**src/rtl/ppc_regs.svh**
```systemverilog
// Register offsets, field positions and reset values of the port configuration block
`ifndef PPC_REGS_SVH
`define PPC_REGS_SVH
`define PPC_ADDR_EDGE_HIGH 8'hE8
`define PPC_ADDR_EDGE_LOW 8'hE9
`define PPC_ADDR_CFG_HIGH 8'hEE
`define PPC_ADDR_CFG_LOW 8'hEF
`define PPC_ADDR_LEVELS 8'hF4
`define PPC_ADDR_PENDING 8'hF6
`define PPC_RST_EDGE 8'h00
`define PPC_RST_CFG 8'h00
`define PPC_RST_LEVELS 7'h00
`define PPC_CFG_HIGH_MASK 8'h3F
`define PPC_ZERO_BYTE 8'h00
`define PPC_LINES 5
`define PPC_PINS 7
`define PPC_FLD_P31 2
`define PPC_FLD_P35 4
`define PPC_FLD_P36 6
`define PPC_FLD_P03 6
`define PPC_NO_ALT_OUT 7'h52
`endif
```
**src/rtl/ppc_pkg.sv**
```systemverilog
// Types for the port configuration and external interrupt edge block
`default_nettype none
package ppc_pkg;
  typedef enum logic [1:0] {
    PPC_EDGE_OFF = 2'h0,
    PPC_EDGE_FALL = 2'h1,
    PPC_EDGE_RISE = 2'h2,
    PPC_EDGE_BOTH = 2'h3
  } ppc_edge_t;
  typedef enum logic [1:0] {
    PPC_PIN_INPUT = 2'h0,
    PPC_PIN_OUTPUT = 2'h1,
    PPC_PIN_ALT = 2'h2,
    PPC_PIN_LCD = 2'h3
  } ppc_pin_mode_t;
endpackage : ppc_pkg
`default_nettype wire

```
**src/rtl/ppc_port_cfg.sv**
```systemverilog
// Port pin configuration, data register and external interrupt edge detection
`include "ppc_regs.svh"
`default_nettype none
module ppc_port_cfg (
  input wire logic clk, // System clock
  input wire logic rst, // Synchronous reset, active high
  input wire logic [7:0] reg_addr, // Register file address
  input wire logic reg_wr, // Write strobe
  input wire logic [7:0] reg_wdata, // Write data
  input wire logic [7:0] pending_clr, // Pulse per bit to clear a pending flag
  output logic [7:0] reg_rdata, // Registered read data
  input wire logic [6:0] pin_in, // Port 4 pad levels
  output logic [6:0] pin_out, // Port 4 pad drive level
  output logic [6:0] pin_oe, // Port 4 pad drive enable
  input wire logic [6:0] open_drain, // Per pin open-drain select
  input wire logic [3:0] ext_pins, // Port 3 pins 1,5,6 and port 0 pin 3
  output logic [3:0] ext_pending, // Pending flags per external line
  output logic [6:0] lcd_seg_en, // Pin handed to the LCD segment driver
  output logic [6:0] periph_in, // Pin level routed to its peripheral input
  input wire logic [6:0] periph_out, // Peripheral output per pin
  output logic [7:0] cfg_low, // Low config register
  output logic [7:0] cfg_high // High config register
);
  logic [7:0] edge_high_q, edge_high_d;
  logic [7:0] edge_low_q, edge_low_d;
  logic [7:0] cfg_high_q, cfg_high_d;
  logic [7:0] cfg_low_q, cfg_low_d;
  logic [6:0] levels_q, levels_d;
  logic [3:0] ext_prev_q;
  logic [3:0] pend_q, pend_d;
  logic [7:0] rdata_d;
  logic [7:0] rdata_q;
  logic [6:0] out_q, oe_q, lcd_q, pin_in_q;
  logic [6:0] out_d, oe_d, lcd_d;
  logic [6:0] periph_q, periph_d;

  // One code decoder shared by all four lines

  function automatic logic edge_hit(input logic [1:0] code, input logic prev, input logic cur);
    ppc_pkg::ppc_edge_t e;
    e = ppc_pkg::ppc_edge_t'(code);
    case (e)
      ppc_pkg::PPC_EDGE_FALL: edge_hit = prev & ~cur;
      ppc_pkg::PPC_EDGE_RISE: edge_hit = ~prev & cur;
      ppc_pkg::PPC_EDGE_BOTH: edge_hit = prev ^ cur;
      default: edge_hit = 1'b0;
    endcase
  endfunction : edge_hit

  function automatic logic [1:0] pin_code(input logic [7:0] lo, input logic [7:0] hi, input int p);
    logic [15:0] all;
    all = {hi, lo};
    pin_code = all[2*p +: 2];
  endfunction : pin_code

  // Two-bit field of a byte at a given low bit position
  function automatic logic [1:0] field2(input logic [7:0] b, input int lsb);
    field2 = b[lsb +: 2];
  endfunction : field2

  wire sel_eh = reg_addr == `PPC_ADDR_EDGE_HIGH;
  wire sel_el = reg_addr == `PPC_ADDR_EDGE_LOW;
  wire sel_ch = reg_addr == `PPC_ADDR_CFG_HIGH;
  wire sel_cl = reg_addr == `PPC_ADDR_CFG_LOW;
  wire sel_lv = reg_addr == `PPC_ADDR_LEVELS;
  wire sel_pd = reg_addr == `PPC_ADDR_PENDING;

  // Write enables per register
  wire wr_eh = reg_wr && sel_eh;
  wire wr_el = reg_wr && sel_el;
  wire wr_ch = reg_wr && sel_ch;
  wire wr_cl = reg_wr && sel_cl;
  wire wr_lv = reg_wr && sel_lv;

  assign edge_high_d = wr_eh ? reg_wdata : edge_high_q;
  assign edge_low_d = wr_el ? reg_wdata : edge_low_q;
  // Mask keeps the reserved high bits reading zero
  assign cfg_high_d = wr_ch ? (reg_wdata & `PPC_CFG_HIGH_MASK) : cfg_high_q;
  assign cfg_low_d = wr_cl ? reg_wdata : cfg_low_q;
  assign levels_d = wr_lv ? reg_wdata[`PPC_PINS-1:0] : levels_q;

  // Line order: 0 = port3 pin1, 1 = port3 pin5, 2 = port3 pin6, 3 = port0 pin3
  wire [3:0] ext_hit;
  assign ext_hit[0] = edge_hit(field2(edge_high_q, `PPC_FLD_P31), ext_prev_q[0], ext_pins[0]);
  assign ext_hit[1] = edge_hit(field2(edge_low_q, `PPC_FLD_P35), ext_prev_q[1], ext_pins[1]);
  assign ext_hit[2] = edge_hit(field2(edge_low_q, `PPC_FLD_P36), ext_prev_q[2], ext_pins[2]);
  assign ext_hit[3] = edge_hit(field2(edge_high_q, `PPC_FLD_P03), ext_prev_q[3], ext_pins[3]);
  // Set wins over clear so an edge in the clear cycle is kept
  assign pend_d = ext_hit | (pend_q & ~pending_clr[3:0]);

  // Reading the data register shows the latch for driven pins, pad level for undriven ones (open-drain high included)
  wire [6:0] level_view = (oe_q & levels_q) | (~oe_q & pin_in_q);
  wire [6:0] no_alt_out = `PPC_NO_ALT_OUT;
  always_comb begin
    rdata_d = `PPC_ZERO_BYTE;
    if (sel_eh) rdata_d = edge_high_q;
    if (sel_el) rdata_d = edge_low_q;
    if (sel_ch) rdata_d = cfg_high_q;
    if (sel_cl) rdata_d = cfg_low_q;
    if (sel_lv) rdata_d = {1'b0, level_view};
    if (sel_pd) rdata_d = {4'h0, pend_q};
  end

  always_comb begin
    ppc_pkg::ppc_pin_mode_t m;
    m = ppc_pkg::PPC_PIN_INPUT;
    out_d = '0;
    oe_d = '0;
    lcd_d = '0;
    for (int p = 0; p < `PPC_PINS; p++) begin
      m = ppc_pkg::ppc_pin_mode_t'(pin_code(cfg_low_q, cfg_high_q, p));
      case (m)
        ppc_pkg::PPC_PIN_OUTPUT: begin
          // Open drain drives only the low level
          out_d[p] = levels_q[p];
          oe_d[p] = open_drain[p] ? ~levels_q[p] : 1'b1;
        end
        ppc_pkg::PPC_PIN_ALT: begin
          // Pins 1, 4 and 6 have no output alternative: stay input
          if (!no_alt_out[p]) begin
            out_d[p] = periph_out[p];
            oe_d[p] = open_drain[p] ? ~periph_out[p] : 1'b1;
          end
        end
        ppc_pkg::PPC_PIN_LCD: lcd_d[p] = 1'b1;
        default: ;
      endcase
    end
  end

  // Same timing as masking the sampled pad with the drive flops
  assign periph_d = pin_in & ~oe_d & ~lcd_d;

  // Configuration and data registers
  always_ff @(posedge clk) begin
    if (rst) begin
      edge_high_q <= `PPC_RST_EDGE;
      edge_low_q <= `PPC_RST_EDGE;
      cfg_high_q <= `PPC_RST_CFG;
      cfg_low_q <= `PPC_RST_CFG;
      levels_q <= `PPC_RST_LEVELS;
    end else begin
      edge_high_q <= edge_high_d;
      edge_low_q <= edge_low_d;
      cfg_high_q <= cfg_high_d;
      cfg_low_q <= cfg_low_d;
      levels_q <= levels_d;
    end
  end

  // Edge history and sticky pending flags
  // Prev resets low, but edge codes reset to off, so a pin high at reset gives no event
  always_ff @(posedge clk) begin
    if (rst) begin
      pend_q <= '0;
      ext_prev_q <= '0;
    end else begin
      pend_q <= pend_d;
      ext_prev_q <= ext_pins;
    end
  end

  // Registered read: data follows the address by one cycle
  always_ff @(posedge clk) begin
    if (rst) begin
      rdata_q <= `PPC_ZERO_BYTE;
    end else begin
      rdata_q <= rdata_d;
    end
  end

  // Pad drive, segment hand-over and peripheral view
  always_ff @(posedge clk) begin
    if (rst) begin
      out_q <= '0;
      oe_q <= '0;
      lcd_q <= '0;
      periph_q <= '0;
      pin_in_q <= '0;
    end else begin
      out_q <= out_d;
      oe_q <= oe_d;
      lcd_q <= lcd_d;
      periph_q <= periph_d;
      pin_in_q <= pin_in;
    end
  end

  assign reg_rdata = rdata_q;
  assign pin_out = out_q;
  assign pin_oe = oe_q;
  assign lcd_seg_en = lcd_q;
  // Peripheral must still be enabled in its own module to use this
  assign periph_in = periph_q;
  assign ext_pending = pend_q;
  assign cfg_low = cfg_low_q;
  assign cfg_high = cfg_high_q;
endmodule : ppc_port_cfg
`default_nettype wire

```
**config.mk**
```make
export PLATFORM = sky130hd
export DESIGN_NAME = ppc_port_cfg
export DESIGN_NICKNAME = d
export VERILOG_FILES = /design/src/rtl/ppc_pkg.sv /design/src/rtl/ppc_port_cfg.sv
export VERILOG_INCLUDE_DIRS = /design/src /design/src/rtl
export SDC_FILE = /design/constraint.sdc
export NUM_CORES = 1
export LEC_CHECK = 0
export ABC_AREA = 1
export BUFFER_PORTS_ARGS = -buffer_cell sky130_fd_sc_hd__buf_2
export CORE_ASPECT_RATIO = 1.2
export CORE_MARGIN = 1.5
export CORE_UTILIZATION = 40
export DETAILED_ROUTE_END_ITERATION = 12
export GPL_ROUTABILITY_DRIVEN = 0
export HOLD_SLACK_MARGIN = 0.12
export PLACE_DENSITY_LB_ADDON = 0.2
export SYNTH_ARGS = -nofsm -noshare
export SYNTH_HDL_FRONTEND = slang
export SYNTH_SLANG_ARGS = --single-unit
export TNS_END_PERCENT = 1
```
**constraint.sdc**
```tcl
create_clock -name clk -period 1.6 [get_ports clk]
set_clock_uncertainty 0.15 [all_clocks]
set_input_delay 0.32 -clock clk [delete_from_list [all_inputs] [get_ports clk]]
set_output_delay 0.32 -clock clk [all_outputs]
set_load 0.01 [all_outputs]
```
* Word-level counts from Yosys, hierarchy flattened *
Index checks and enable logic that the tools add are counted.

operators by class
  add/subtract/negate cells = 0
  multipliers = 0
  divide/modulo/power cells = 0
  order comparisons = 0
  equality and inequality tests = 36
  shift-type cells = 0
  muxes and demuxes = 39
  bitwise gates (word level) = 45
  reductions and logical operators = 10

operators by type and width
  kind                                                             count
  8-bit == test, second input constant                             6
  2-bit == test, second input constant                             19
  8-bit 2-to-1 mux                                                 4
  7-bit AND                                                        4
  2-bit by 1-bit == test with 1-bit output, second input constant  11
  1-bit NOT                                                        22
  1-bit 2-to-1 mux                                                 21
  7-bit NOT                                                        3
  1-bit case mux with 2 select lines                               8
  1-bit case mux with 3 select lines                               4
  1-bit AND                                                        8
  2-bit OR reduction                                               4
  7-bit 2-to-1 mux                                                 1
  7-bit bitwise OR                                                 1
  1-bit logical AND                                                5
  4-bit AND                                                        1
  4-bit 2-to-1 mux                                                 1
  4-bit NOT                                                        1
  4-bit bitwise OR                                                 1
  1-bit bitwise XOR                                                4
  3-bit OR reduction                                               1

word-level totals
  bits in registers = 88
  latch bits = 0
  bits in writable memories = 0
  memory bits (read-only) = 0
  output and inout port bits = 56
  word-level logic and storage cells = 148
  memories = 0

* Logic depth before layout (Yosys ltp) *
Gate-level depths: netlist of run 1.

  depth in word-level cells = 7
  gate-level depth with buffers = 10
  mapped depth without buffers = 9

* Worst setup path after synthesis of run 1 *
OpenSTA, ideal clock, no wires.

  path type = in2reg
  start point = input reg_addr[2]
  end point = register edge_low_q[6]
  arrival = 1.122 ns
  setup slack = 0.208 ns
  stages = 7
  buffers on the path = 1
  path through = inv_1 -> nand2_1 -> nor2_4 -> nand3_4 -> buf_6 -> o21ai_0 -> a21oi_1

on the way
  cells in the longest elaborated chain, start to end = 2

RTL lines
  what                     RTL line             text
  from (decl)              ppc_port_cfg.sv:7    input wire logic [7:0] reg_addr,
  8-bit == test (no line)  --
  1-bit logical AND        ppc_port_cfg.sv:70   wire wr_el = reg_wr && sel_el;
  to (signal assigned)     ppc_port_cfg.sv:138  edge_low_q <= `PPC_RST_EDGE;
  to (signal assigned)     ppc_port_cfg.sv:144  edge_low_q <= edge_low_d;
  to (decl)                ppc_port_cfg.sv:25   logic [7:0] edge_low_q, edge_low_d;

Every way passes these cells.
A chain may end at the register's enable or synchronous reset.

* Worst setup path in the final report of run 1 *
  start point = input ext_pins[1]
  end point = register pend_q[1], in the netlist ext_pending[1]

on the way
  cells in the longest elaborated chain, start to end = 4
  elaborated cells between the ends (all ways) = 6

RTL lines
  what                                  RTL line             text
  from (decl)                           ppc_port_cfg.sv:16   input wire logic [3:0] ext_pins,
  1-bit NOT                             ppc_port_cfg.sv:43   ppc_pkg::PPC_EDGE_FALL: edge_hit = prev & ~cur;
  1-bit AND                             ppc_port_cfg.sv:43
  1-bit case mux with 3 select lines *  ppc_port_cfg.sv:42   case (e)
  4-bit bitwise OR *                    ppc_port_cfg.sv:89   assign pend_d = ext_hit | (pend_q & ~pending_clr[3:0]);
  to (signal assigned)                  ppc_port_cfg.sv:158  pend_q <= pend_d;
  to (decl)                             ppc_port_cfg.sv:30   logic [3:0] pend_q, pend_d;

Mark *: on every way between the ends. The rest lies on a longest branch, timed or not.

==> impl_results.md, run 1 <==
* WP depth at 7
* Post-synthesis register bit count at 88
* Nets at ~710
* P_leak at between 2 and 2.5 nW
* Max FO, Critical Path at 2
* 1st-pass router iterations at 4
* DRC errors left at 0
* WL met2 at 4.987 mm
* Vias in the first global route at between 3000 and 4000
* Starting density of the core at 0.4093
* Mapped Cells at 502
* First-pass GRT wire length at about 16 mm
* Class of the most critical setup path: primary input to flip-flop
* GRT Util Overall at 0.1981
* Final hold vios at 0
* Antenna violations before repair at 0
* Critical Path End Type: flip-flop
* Sequential cell area fraction in the yosys report at 0.4523
* Clock tree sinks at roughly 90
* Total grt overflow at 0
* Post-route ant nets at 0
* Worst vdd ir at just under 0.5 mV
* Yosys warns at 0
* CP delay by family, top: buffers and inverters
* CTS buffer count at 9
* Startpoint Class: primary input
* Post-CTS setup-driven buffer insertion count at 0
* CTS tree: built
* Worst-Skew Late Latency at between 0.3 and 0.4 ns
* Worst endpoint required time at ~1.7 ns
* # H-tree levels at 3
* Via Count at 3633
* Initial DRC count at 144
* Ant diodes at 0
* Worst reg2reg endpoint: periph_in[2]
* Pin count of the biggest net entering global routing at 42
* Area of the core at approximately 9500 um2
* Hold path start: reg_wdata[5]
* Routed wire length at between 9 and 10 mm
* Power Density at 861.8 nW/um2
* Worst path max stage delay at ~0.53 ns
* Maximum clock frequency at ~650 MHz
* WHS Endpoint: cfg_low[5]
* Cells on worst reg2reg path at 4
* Slowest-stage cell, CP: dlygate4sd3_1
* Final worst-path cycle share at 0.9645
* Row count at 39
* # port buffers at 98
* Max Transition Viols Final at 0
* Worst EP arrival at around 1.7 ns
* Max Root-Sink Buffers at 2
* Uppermost layer routed: met4
* Post-layout min period at between 1.5 and 2 ns
* Synth unique cells at 33
* Ports at 108
* Die height at roughly 110 um
* Post-DP HPWL at about 7.4 mm
* R2R Path Start: cfg_low[4]
* Root Buffer: clkbuf_16
* Routed WL per cell at 12.77 um
* M1 wire length at between 4 and 5 mm
* Syn-to-layout area delta at 33.60%
* Die ar. at 10340 um2
* Final setup fails at 0
* Avg Cell Area, Syn at 7.759 um2
* Met3 wire length at 478 um
* Hold Crit Class: primary input to flip-flop
* Fin Hold WS at 0.1378 ns
* Crit path buf inv count at 3
* Util after Layout at 0.5469
* Worst Hold Depth at 3
* Cell area after synthesis at ~3900 um2
* Crit-path cells: dlygate4sd3_1, buf_2, inv_1, ha_4, o31ai_2, a31oi_1, a21oi_1
* Share of layout cells above drive strength 1 at 0.2461
* Reg2reg setup slack at 0.24 ns
* Via/cell ratio at 4.724
* Max Cap Violations at 0
* Status: finished, final reports clean
* Chip Width at between 90 and 100 um
* Clk slew on worst S/H paths at about 0.060 ns
synthesized netlist by cell type, drive strengths merged:
cell / instances / area, um2
buf: 13 / 96.33
inv: 94 / 352.8
ha: 20 / 250.2
nand3: 33 / 182.7
o31ai: 4 / 30.03
a211oi: 4 / 30.03
o221ai: 1 / 8.760
nor3: 10 / 55.05
nand2: 57 / 229.0
conb: 1 / 3.750
nor2: 61 / 289.0
clkbuf: 4 / 15.01
a31oi: 4 / 25.02
a21oi: 52 / 271.5
dfxtp: 88 / 1762
o211ai: 2 / 15.01
and2: 1 / 6.260
o21ai: 47 / 235.2
nand4: 6 / 37.54
how the worst max path moves through the flow:
stage,start,to,slack (ns)
2_1_floorplan,reg_addr[2],edge_low_q[6],0.21
3_3_place_gp,reg_addr[6],reg_rdata[5],-0.008
3_5_place_dp,reg_addr[6],reg_rdata[5],-0.06
4_1_cts,ext_pins[1],ext_pending[1],0.02
5_1_grt,ext_pins[1],ext_pending[1],-0.04
6_report,ext_pins[1],ext_pending[1],0.06
area by class of cell:
type,instances,area (um2)
inverters,94,352.8
repair buffers,144,970.9
clock buffers,11,242.7
fillers,945,4312
flip-flops and latches,88,1762
clock inverters,5,31.28
multi-input cells,304,1690
well taps,123,153.9
cells by family after synthesis:
logic type      count (synthesis)  synth area share
compound gates                114            0.1580
fa+ha+maj                      20           0.06425
buf+inv                       111            0.1192
flops                          88            0.4523
other cells                     1         0.0009628
simple gates                  168            0.2053
per-layer routing:
layer / up-vias / track usage
met5: - / 0
met4: 0 / 0.08586
met3: 21 / 0.04047
met2: 87 / 0.3450
met1: 1635 / 0.2311
li1: 1890 / -
state kept, by name, summed over array words and instances, names as in the netlist:
register and count:
edge_low_q 8, ext_pending 4, edge_high_q 8, cfg_high 6, pin_oe 7, reg_rdata 8
periph_in 7, pin_in_q 7, levels_q 7, lcd_seg_en 7, cfg_low 8, pin_out 7
ext_prev_q 4
report_power, final:
part	internal, mW	switching [mW]	total (mW)	leakage, nW
clock	1.09	0.835	1.93	0.136
combinational	0.150	0.181	0.331	1.60
sequential	2.22	0.00989	2.23	0.714
stage by stage:
stage / cells / instance area (um2) / TNS [ns] / setup slack (ns) / power [mW]
global route: 769 / 5204 / -0.04391 / -0.04391 / 4.659
CTS: 770 / 5189 / 0 / 0.02140 / 4.529
detailed placement: 732 / 4695 / -0.2932 / -0.05762 / 2.563
finish: 769 / 5204 / 0 / 0.05675 / 4.485
global placement: 732 / 4695 / -0.01481 / -0.008444 / 2.556
floorplan: 503 / 3899 / 0 / 0.2082 / 2.417
tightest hold or removal path, stage by stage:
cell     delay [ns]
buf_2          0.13
inv_1          0.08
a21oi_2        0.05
layout by cell type (no fill, tap or decap), types with 3 or more instances in the layout:
master,count
ha_1,19
a21oi_2,3
nor2_1,54
dfxtp_1,88
nand4_1,6
buf_2,97
buf_4,19
o21ai_0,41
nor3_1,9
buf_12,6
inv_2,3
nand3_1,31
o21ai_1,6
clkinv_2,3
nor2_4,3
a211oi_1,4
a21oi_1,49
nand2_1,53
a31oi_1,4
dlygate4sd3_1,21
o31ai_1,3
inv_1,91
nand2_2,3
clkbuf_16,9
repair_timing:
action                     4_1_cts  5_1_grt
hold endpoints to repair        25        0
setup endpoints to repair        0        2
hold buffers                    22        0
gates resized for setup          0        3
Note: power is estimated with default switching activity, not from simulation.
==> run 2: changes to the inputs <==
--- a/config.mk
+++ b/config.mk
@@ -11,10 +11,12 @@
 export CORE_ASPECT_RATIO = 1.2
 export CORE_MARGIN = 1.5
 export CORE_UTILIZATION = 40
+export CTS_CLUSTER_DIAMETER = 80
 export DETAILED_ROUTE_END_ITERATION = 12
 export GPL_ROUTABILITY_DRIVEN = 0
 export HOLD_SLACK_MARGIN = 0.12
 export PLACE_DENSITY_LB_ADDON = 0.2
+export REMOVE_ABC_BUFFERS = 1
 export SYNTH_ARGS = -nofsm -noshare
 export SYNTH_HDL_FRONTEND = slang
 export SYNTH_SLANG_ARGS = --single-unit
==> run 2 against run 1 <==
Non-clock buffer count shrank 6. Combinational power down 5%. Cell area down 1.4%. Count of clock-buffer cells in the layout shrank 2. Register-to-register slack got worse by 0.06 ns. Fmax up 4.0%. Global-route usage is 0.70 points lower. Total power is 4.3% higher. Hold slack gained 0.0027 ns. Critical path type is now flip-flop to primary output. Critical endpoint is now cfg_low[1].
==> impl_results.md, run 2 (synthesis gave the netlist of run 1 again) <==
* Status: finished, final reports clean
* Hold Crit Class: primary input to flip-flop
* 1st-pass router iterations at 4 (unchanged)
* Via/cell ratio at 4.693 (-0.66%)
* Multi-input logic area at 1673 um2 (-1.0%)
* Power Density at 911.7 nW/um2 (+5.8%)
* Ports at 108 (unchanged)
* Top Usage Layer GRT: met2
* Slowest-stage cell, CP: dfxtp_1
* GRT met2 Usage at 0.3353 (-0.009732)
* Clock tree sinks at 88 (unchanged)
* First-pass GRT wire length at 15.35 mm (-3.6%)
* Root Buffer: clkbuf_16
* Critical Path End Type: primary output
* Max Root-Sink Buffers at 2 (unchanged)
* Nets at 707 (-0.84%)
* GRT Util Overall at 0.1911 (-0.006998)
* Starting density of the core at 0.4093 (unchanged)
* Die ar. at 10340 um2 (unchanged)
* Class of the most critical setup path: flip-flop to primary output
* RSZ-0062 raised after global routing: no
* Worst endpoint required time at 1.13 ns (-0.59 ns)
* Routed WL per cell at 12.46 um (-2.5%)
* Worst-Skew Late Latency at 0.34 ns (about the same)
* Met3 Use GR at 0.03018 (-0.01029)
* Max FO, Critical Path at 6 (+4)
* DRC errors left at 0 (unchanged)
* Placed cell count at 726 (-0.82%)
* Post-route ant nets at 0 (unchanged)
* Reg power frac at 0.476 (-0.021)
* Syn-to-layout area delta at 31.71%
* Sw frac at 0.2335 (+0.004712)
* Crit path buf inv count at 1 (-2)
* Comb power frac at 0.067 (-0.007)
* Final hold vios at 0 (unchanged)
* Startpoint Class: flip-flop
* Sw Pwr at 1.092 mW (+6.4%)
* Commonest non-fill, non-tap cell in the layout: buf_2
* Clk slew on worst S/H paths at 0.06 ns (about the same)
* CTS tree: built
* Non-filler instance count after layout at 763 (-0.78%)
* Final worst-path cycle share at 0.9275 (-0.03701)
* Post-DP HPWL at 7.362 mm (-0.81%)
* Initial DRC count at 98 (-32%)
* Crit-path cells: buf_2
* Clock Power Share at 0.457 (+0.028)
* Fillers at 945 (unchanged)
* Ant diodes at 0 (unchanged)
* Max Transition Viols Final at 0 (unchanged)
* Cells on worst reg2reg path at 4 (unchanged)
* # H-tree levels at 3 (unchanged)
* Antenna violations before repair at 0 (unchanged)
* P_leak at 2.419 nW (-1.3%)
* Worst vdd ir at 0.5504 mV (+11%)
* Maximum clock frequency at 673.8 MHz (+4.0%)
* Die height at 111.1 um (unchanged)
* CP delay by family, top: flip-flops
* Chip Width at 93.08 um (unchanged)
* Met1 track demand over resource at 0.2254 (-0.005735)
* Internal Pwr Total at 3.585 mW (+3.6%)
* Area of the core at 9515 um2 (unchanged)
* Worst Hold Depth at 3 (unchanged)
* CTS buffer count at 9 (unchanged)
* Total grt overflow at 0 (unchanged)
* Final setup fails at 0 (unchanged)
* Via Count at 3581 (-1.4%)
* WP depth at 1 (-6)
* Worst path max stage delay at 0.48 ns (-0.05 ns)
* Row count at 39 (unchanged)
* Routed wire length at 9.504 mm (-3.2%)
* Max Cap Violations at 0 (unchanged)
* Post-layout min period at 1.484 ns (-0.05921 ns)
* Sequential cell area at 1762 um2 (unchanged)
* Most frequent cells in the layout: buf_2, inv_1, dfxtp_1
* # port buffers at 98 (unchanged)
* Worst EP arrival at 1.01 ns (-0.66 ns)
* Share of layout cells above drive strength 1 at 0.2391 (-0.007068)
* Pin count of the biggest net entering global routing at 42 (unchanged)
* PnR Total Power at 4.677 mW (+4.3%)
* Vias in the first global route at 3286 (-5.7%)
[run 2: worst paths after layout]
kind,from,end,slack [ns]
worst min register to register,edge_low_q[3],edge_low_q[3],0.29
worst max-delay path,cfg_low[1],cfg_low[1],0.12
worst max register to register,cfg_low[0],periph_in[0],0.18
worst min-delay path,reg_wdata[7],edge_high_q[7],0.14
[run 2: timing repair]
action / in CTS / in global routing
hold endpoints to repair: 24 / 0
gates resized for setup: 0 / 1
setup buffers: 0 / 0
hold buffers: 22 / 0
setup endpoints to repair: 0 / 1
[run 2: metrics by stage]
stage	setup TNS (ns)	hold WS (ns)	utilization	worst slack [ns]	instance area, um2
5_1_grt	0	0.1463	0.5391	0.03693	5130
4_1_cts	0	0.1278	0.5396	0.01868	5135
6_report	0	0.1405	0.5391	0.1160	5130
2_1_floorplan	-0.2732	0.2391	-	-0.03903	3787
3_5_place_dp	-0.6281	0.2841	0.4847	-0.07230	4612
3_3_place_gp	-0.3234	0.2800	0.4847	-0.04803	4612
[run 2: power by group through the flow]
stage               combinational, mW  clock (mW)  sequential (mW)
finish                          0.314        2.14             2.23
global route                    0.351        2.28             2.23
CTS                             0.317        2.18             2.23
detailed placement              0.275           0             2.28
global placement                0.270           0             2.27
floorplan                       0.115           0             2.28
[run 2: cell type report]
cell class | instances | area share
well taps | 123 | 0.03000
multi-input cells | 304 | 0.3261
clock inverters | 7 | 0.01512
repair buffers | 138 | 0.1727
inverters | 94 | 0.06878
clock buffers | 9 | 0.04390
flip-flops and latches | 88 | 0.3434
[run 2: per-layer routing]
metal	part of all wire	routed length [um]	vias up
met4	0.019	183	0
met5	0	0	-
met1	0.44	4222	1632
met2	0.50	4738	70
met3	0.038	360	14
li1	-	-	1865
==> run 3: changes to the inputs <==
--- a/config.mk
+++ b/config.mk
@@ -8,12 +8,11 @@
 export LEC_CHECK = 0
 export ABC_AREA = 1
 export BUFFER_PORTS_ARGS = -buffer_cell sky130_fd_sc_hd__buf_2
-export CORE_ASPECT_RATIO = 1.2
 export CORE_MARGIN = 1.5
 export CORE_UTILIZATION = 40
 export CTS_CLUSTER_DIAMETER = 80
 export DETAILED_ROUTE_END_ITERATION = 12
-export GPL_ROUTABILITY_DRIVEN = 0
+export GPL_ROUTABILITY_DRIVEN = 1
 export HOLD_SLACK_MARGIN = 0.12
 export PLACE_DENSITY_LB_ADDON = 0.2
 export REMOVE_ABC_BUFFERS = 1
==> run 3 against run 2 <==
Global-route usage is 0.18 points higher. Critical path depth is 3 higher. Critical path type is now primary input to flip-flop. Combinational power is 5% higher. Die area hardly changed. Core utilization is 0.75 points higher.
==> impl_results.md, run 3 (synthesis gave the netlist of run 1 again) <==
* Clk slew on worst S/H paths at 0.09 ns (+0.03 ns)
* Final worst-path cycle share at 0.9572 (+0.02964)
* CTS tree: built
* Clock tree sinks at 88 (unchanged)
* DP Area at 4602 um2 (-0.22%)
* Row count at 35 (-10%)
* # H-tree levels at 3 (unchanged)
* Routed wire length at 9.711 mm (+2.2%)
* Final setup fails at 0 (unchanged)
* Die ar. at 10340 um2 (about the same)
* Vias in the first global route at 3243 (-1.3%)
* Syn-to-layout area delta at 30.90%
* Critical Path End Type: flip-flop
* # port buffers at 98 (unchanged)
* DRC errors left at 0 (unchanged)
* Area of the core at 9328 um2 (-2.0%)
* Hold path start: reg_wdata[3]
* Post-layout min period at 1.531 ns (+0.04743 ns)
* Max Transition Viols Final at 0 (unchanged)
* 1st-pass router iterations at 4 (unchanged)
* Nets at 710 (+0.42%)
* First-pass GRT wire length at 15.31 mm (-0.27%)
* Class of the most critical setup path: primary input to flip-flop
* Root Buffer: clkbuf_8
* Max Root-Sink Buffers at 2 (unchanged)
* Commonest non-fill, non-tap cell in the layout: buf_2
* Final hold vios at 0 (unchanged)
* Post-route ant nets at 0 (unchanged)
* Max Cap Violations at 0 (unchanged)
* Chip Width at 101.7 um (+9.2%)
* Worst reg2reg endpoint: periph_in[0]
* Share of layout cells above drive strength 1 at 0.2364 (-0.002671)
* Power Density at 814.0 nW/um2 (-11%)
* Startpoint Class: primary input
* Worst vdd ir at 0.3698 mV (-33%)
* Reg2reg setup slack at 0.21 ns (+0.03 ns)
* Most frequent cells in the layout: buf_2, inv_1, dfxtp_1
* Via/cell ratio at 4.566 (-2.7%)
* Cells on worst reg2reg path at 4 (unchanged)
* RSZ-0062 raised after global routing: yes
* Routed WL per cell at 12.58 um (+0.99%)
* Die height at 101.7 um (-8.5%)
* Worst endpoint required time at 1.70 ns (+0.57 ns)
* Total grt overflow at 0 (unchanged)
* Post-DP HPWL at 7.252 mm (-1.5%)
* Ports at 108 (unchanged)
* Maximum clock frequency at 653.0 MHz (-3.1%)
* Hold Crit Class: primary input to flip-flop
* Pin count of the biggest net entering global routing at 42 (unchanged)
* Antenna violations before repair at 0 (unchanged)
* GRT Util Overall at 0.1929 (+0.001795)
* Total negative slack at 0 ns (unchanged)
* Initial DRC count at 134 (+37%)
* Ant diodes at 0 (unchanged)
* Util after Layout at 0.5466 (+0.007494)
* Via Count at 3525 (-1.6%)
* Fin Hold WS at 0.1245 ns (-0.01604 ns)
* Status: finished, final reports clean
* CTS buffer count at 9 (unchanged)
* Starting density of the core at 0.4176 (+0.008236)
* R2R Path Start: cfg_low[0]
* PnR Total Power at 4.150 mW (-11%)
* WHS Endpoint: cfg_low[3]
* Max FO, Critical Path at 6 (unchanged)
* Gpl congestion at ~0.85
* Finished Cell Area at 5099 um2 (-0.61%)
* Fillers at 890 (-5.8%)
* P_leak at 2.385 nW (-1.4%)
* Worst Hold Depth at 3 (unchanged)
* Worst-Skew Late Latency at 0.36 ns (+0.02 ns)
* Worst EP arrival at 1.64 ns (+0.63 ns)
==> run 3: cell types whose count changed in the layout (fill, tap and decap cells not counted), moves of 3 or more <==
cell           previous run  this run
o31ai_1                   4         1
dlygate4sd3_1            22        28
clkbuf_16                 9         0
o31ai_2                   0         3
clkbuf_8                  0         9
buf_4                    16        11
==> run 3: layout make-up <==
type                    count  area [um2]  area share
flip-flops and latches     88        1762      0.3455
multi-input cells         304        1688      0.3310
repair buffers            141       933.4      0.1831
inverters                  94       352.8     0.06920
well taps                 129       161.4     0.03166
clock buffers               9       123.9     0.02429
clock inverters             7       77.57     0.01521
==> run 3: worst max path at each step <==
stage | startpoint | endpoint | slack (ns) | depth (start not counted)
floorplan | reg_addr[6] | levels_q[0] | -0.04 | 6
global placement | reg_addr[2] | edge_high_q[2] | -0.09 | 7
detailed placement | reg_addr[2] | edge_high_q[6] | -0.13 | 7
CTS | ext_pins[0] | ext_pending[0] | 0.04 | 7
global route | ext_pins[2] | ext_pending[2] | -0.01 | 7
finish | rst | ext_prev_q[3] | 0.07 | 4
==> run 3: repair_timing <==
action / 4_1_cts / 5_1_grt
setup endpoints to repair: 0 / 4
resized for setup: 0 / 3
hold buffers: 28 / 0
buffers inserted: 0 / 0
hold endpoints to repair: 31 / 0
==> run 3: routing by layer <==
metal | global-route usage | routed length [um]
met1 | 0.2585 | 4577
met2 | 0.3133 | 4448
met3 | 0.03727 | 579
met4 | 0.06090 | 105
met5 | 0 | 0
==> run 3: worst max-delay path: stages <==
cell and delay, ns:
dlygate4sd3_1 0.52, buf_2 0.19, nor2_1 0.06, dlygate4sd3_1 0.55
==> run 3: report_power, final <==
part	switching (mW)	internal, mW	leakage, nW
clock	0.860	0.736	0.100
combinational	0.182	0.149	1.57
sequential	0.00908	2.21	0.714
total	1.05	3.10	2.38
==> run 3: stage by stage <==
stage,std cells,setup WS (ns)
after floorplan,486,-0.03903
after global placement,728,-0.09312
after detailed placement,728,-0.1307
after CTS,772,0.04483
after global routing,772,-0.01211
final,772,0.06853
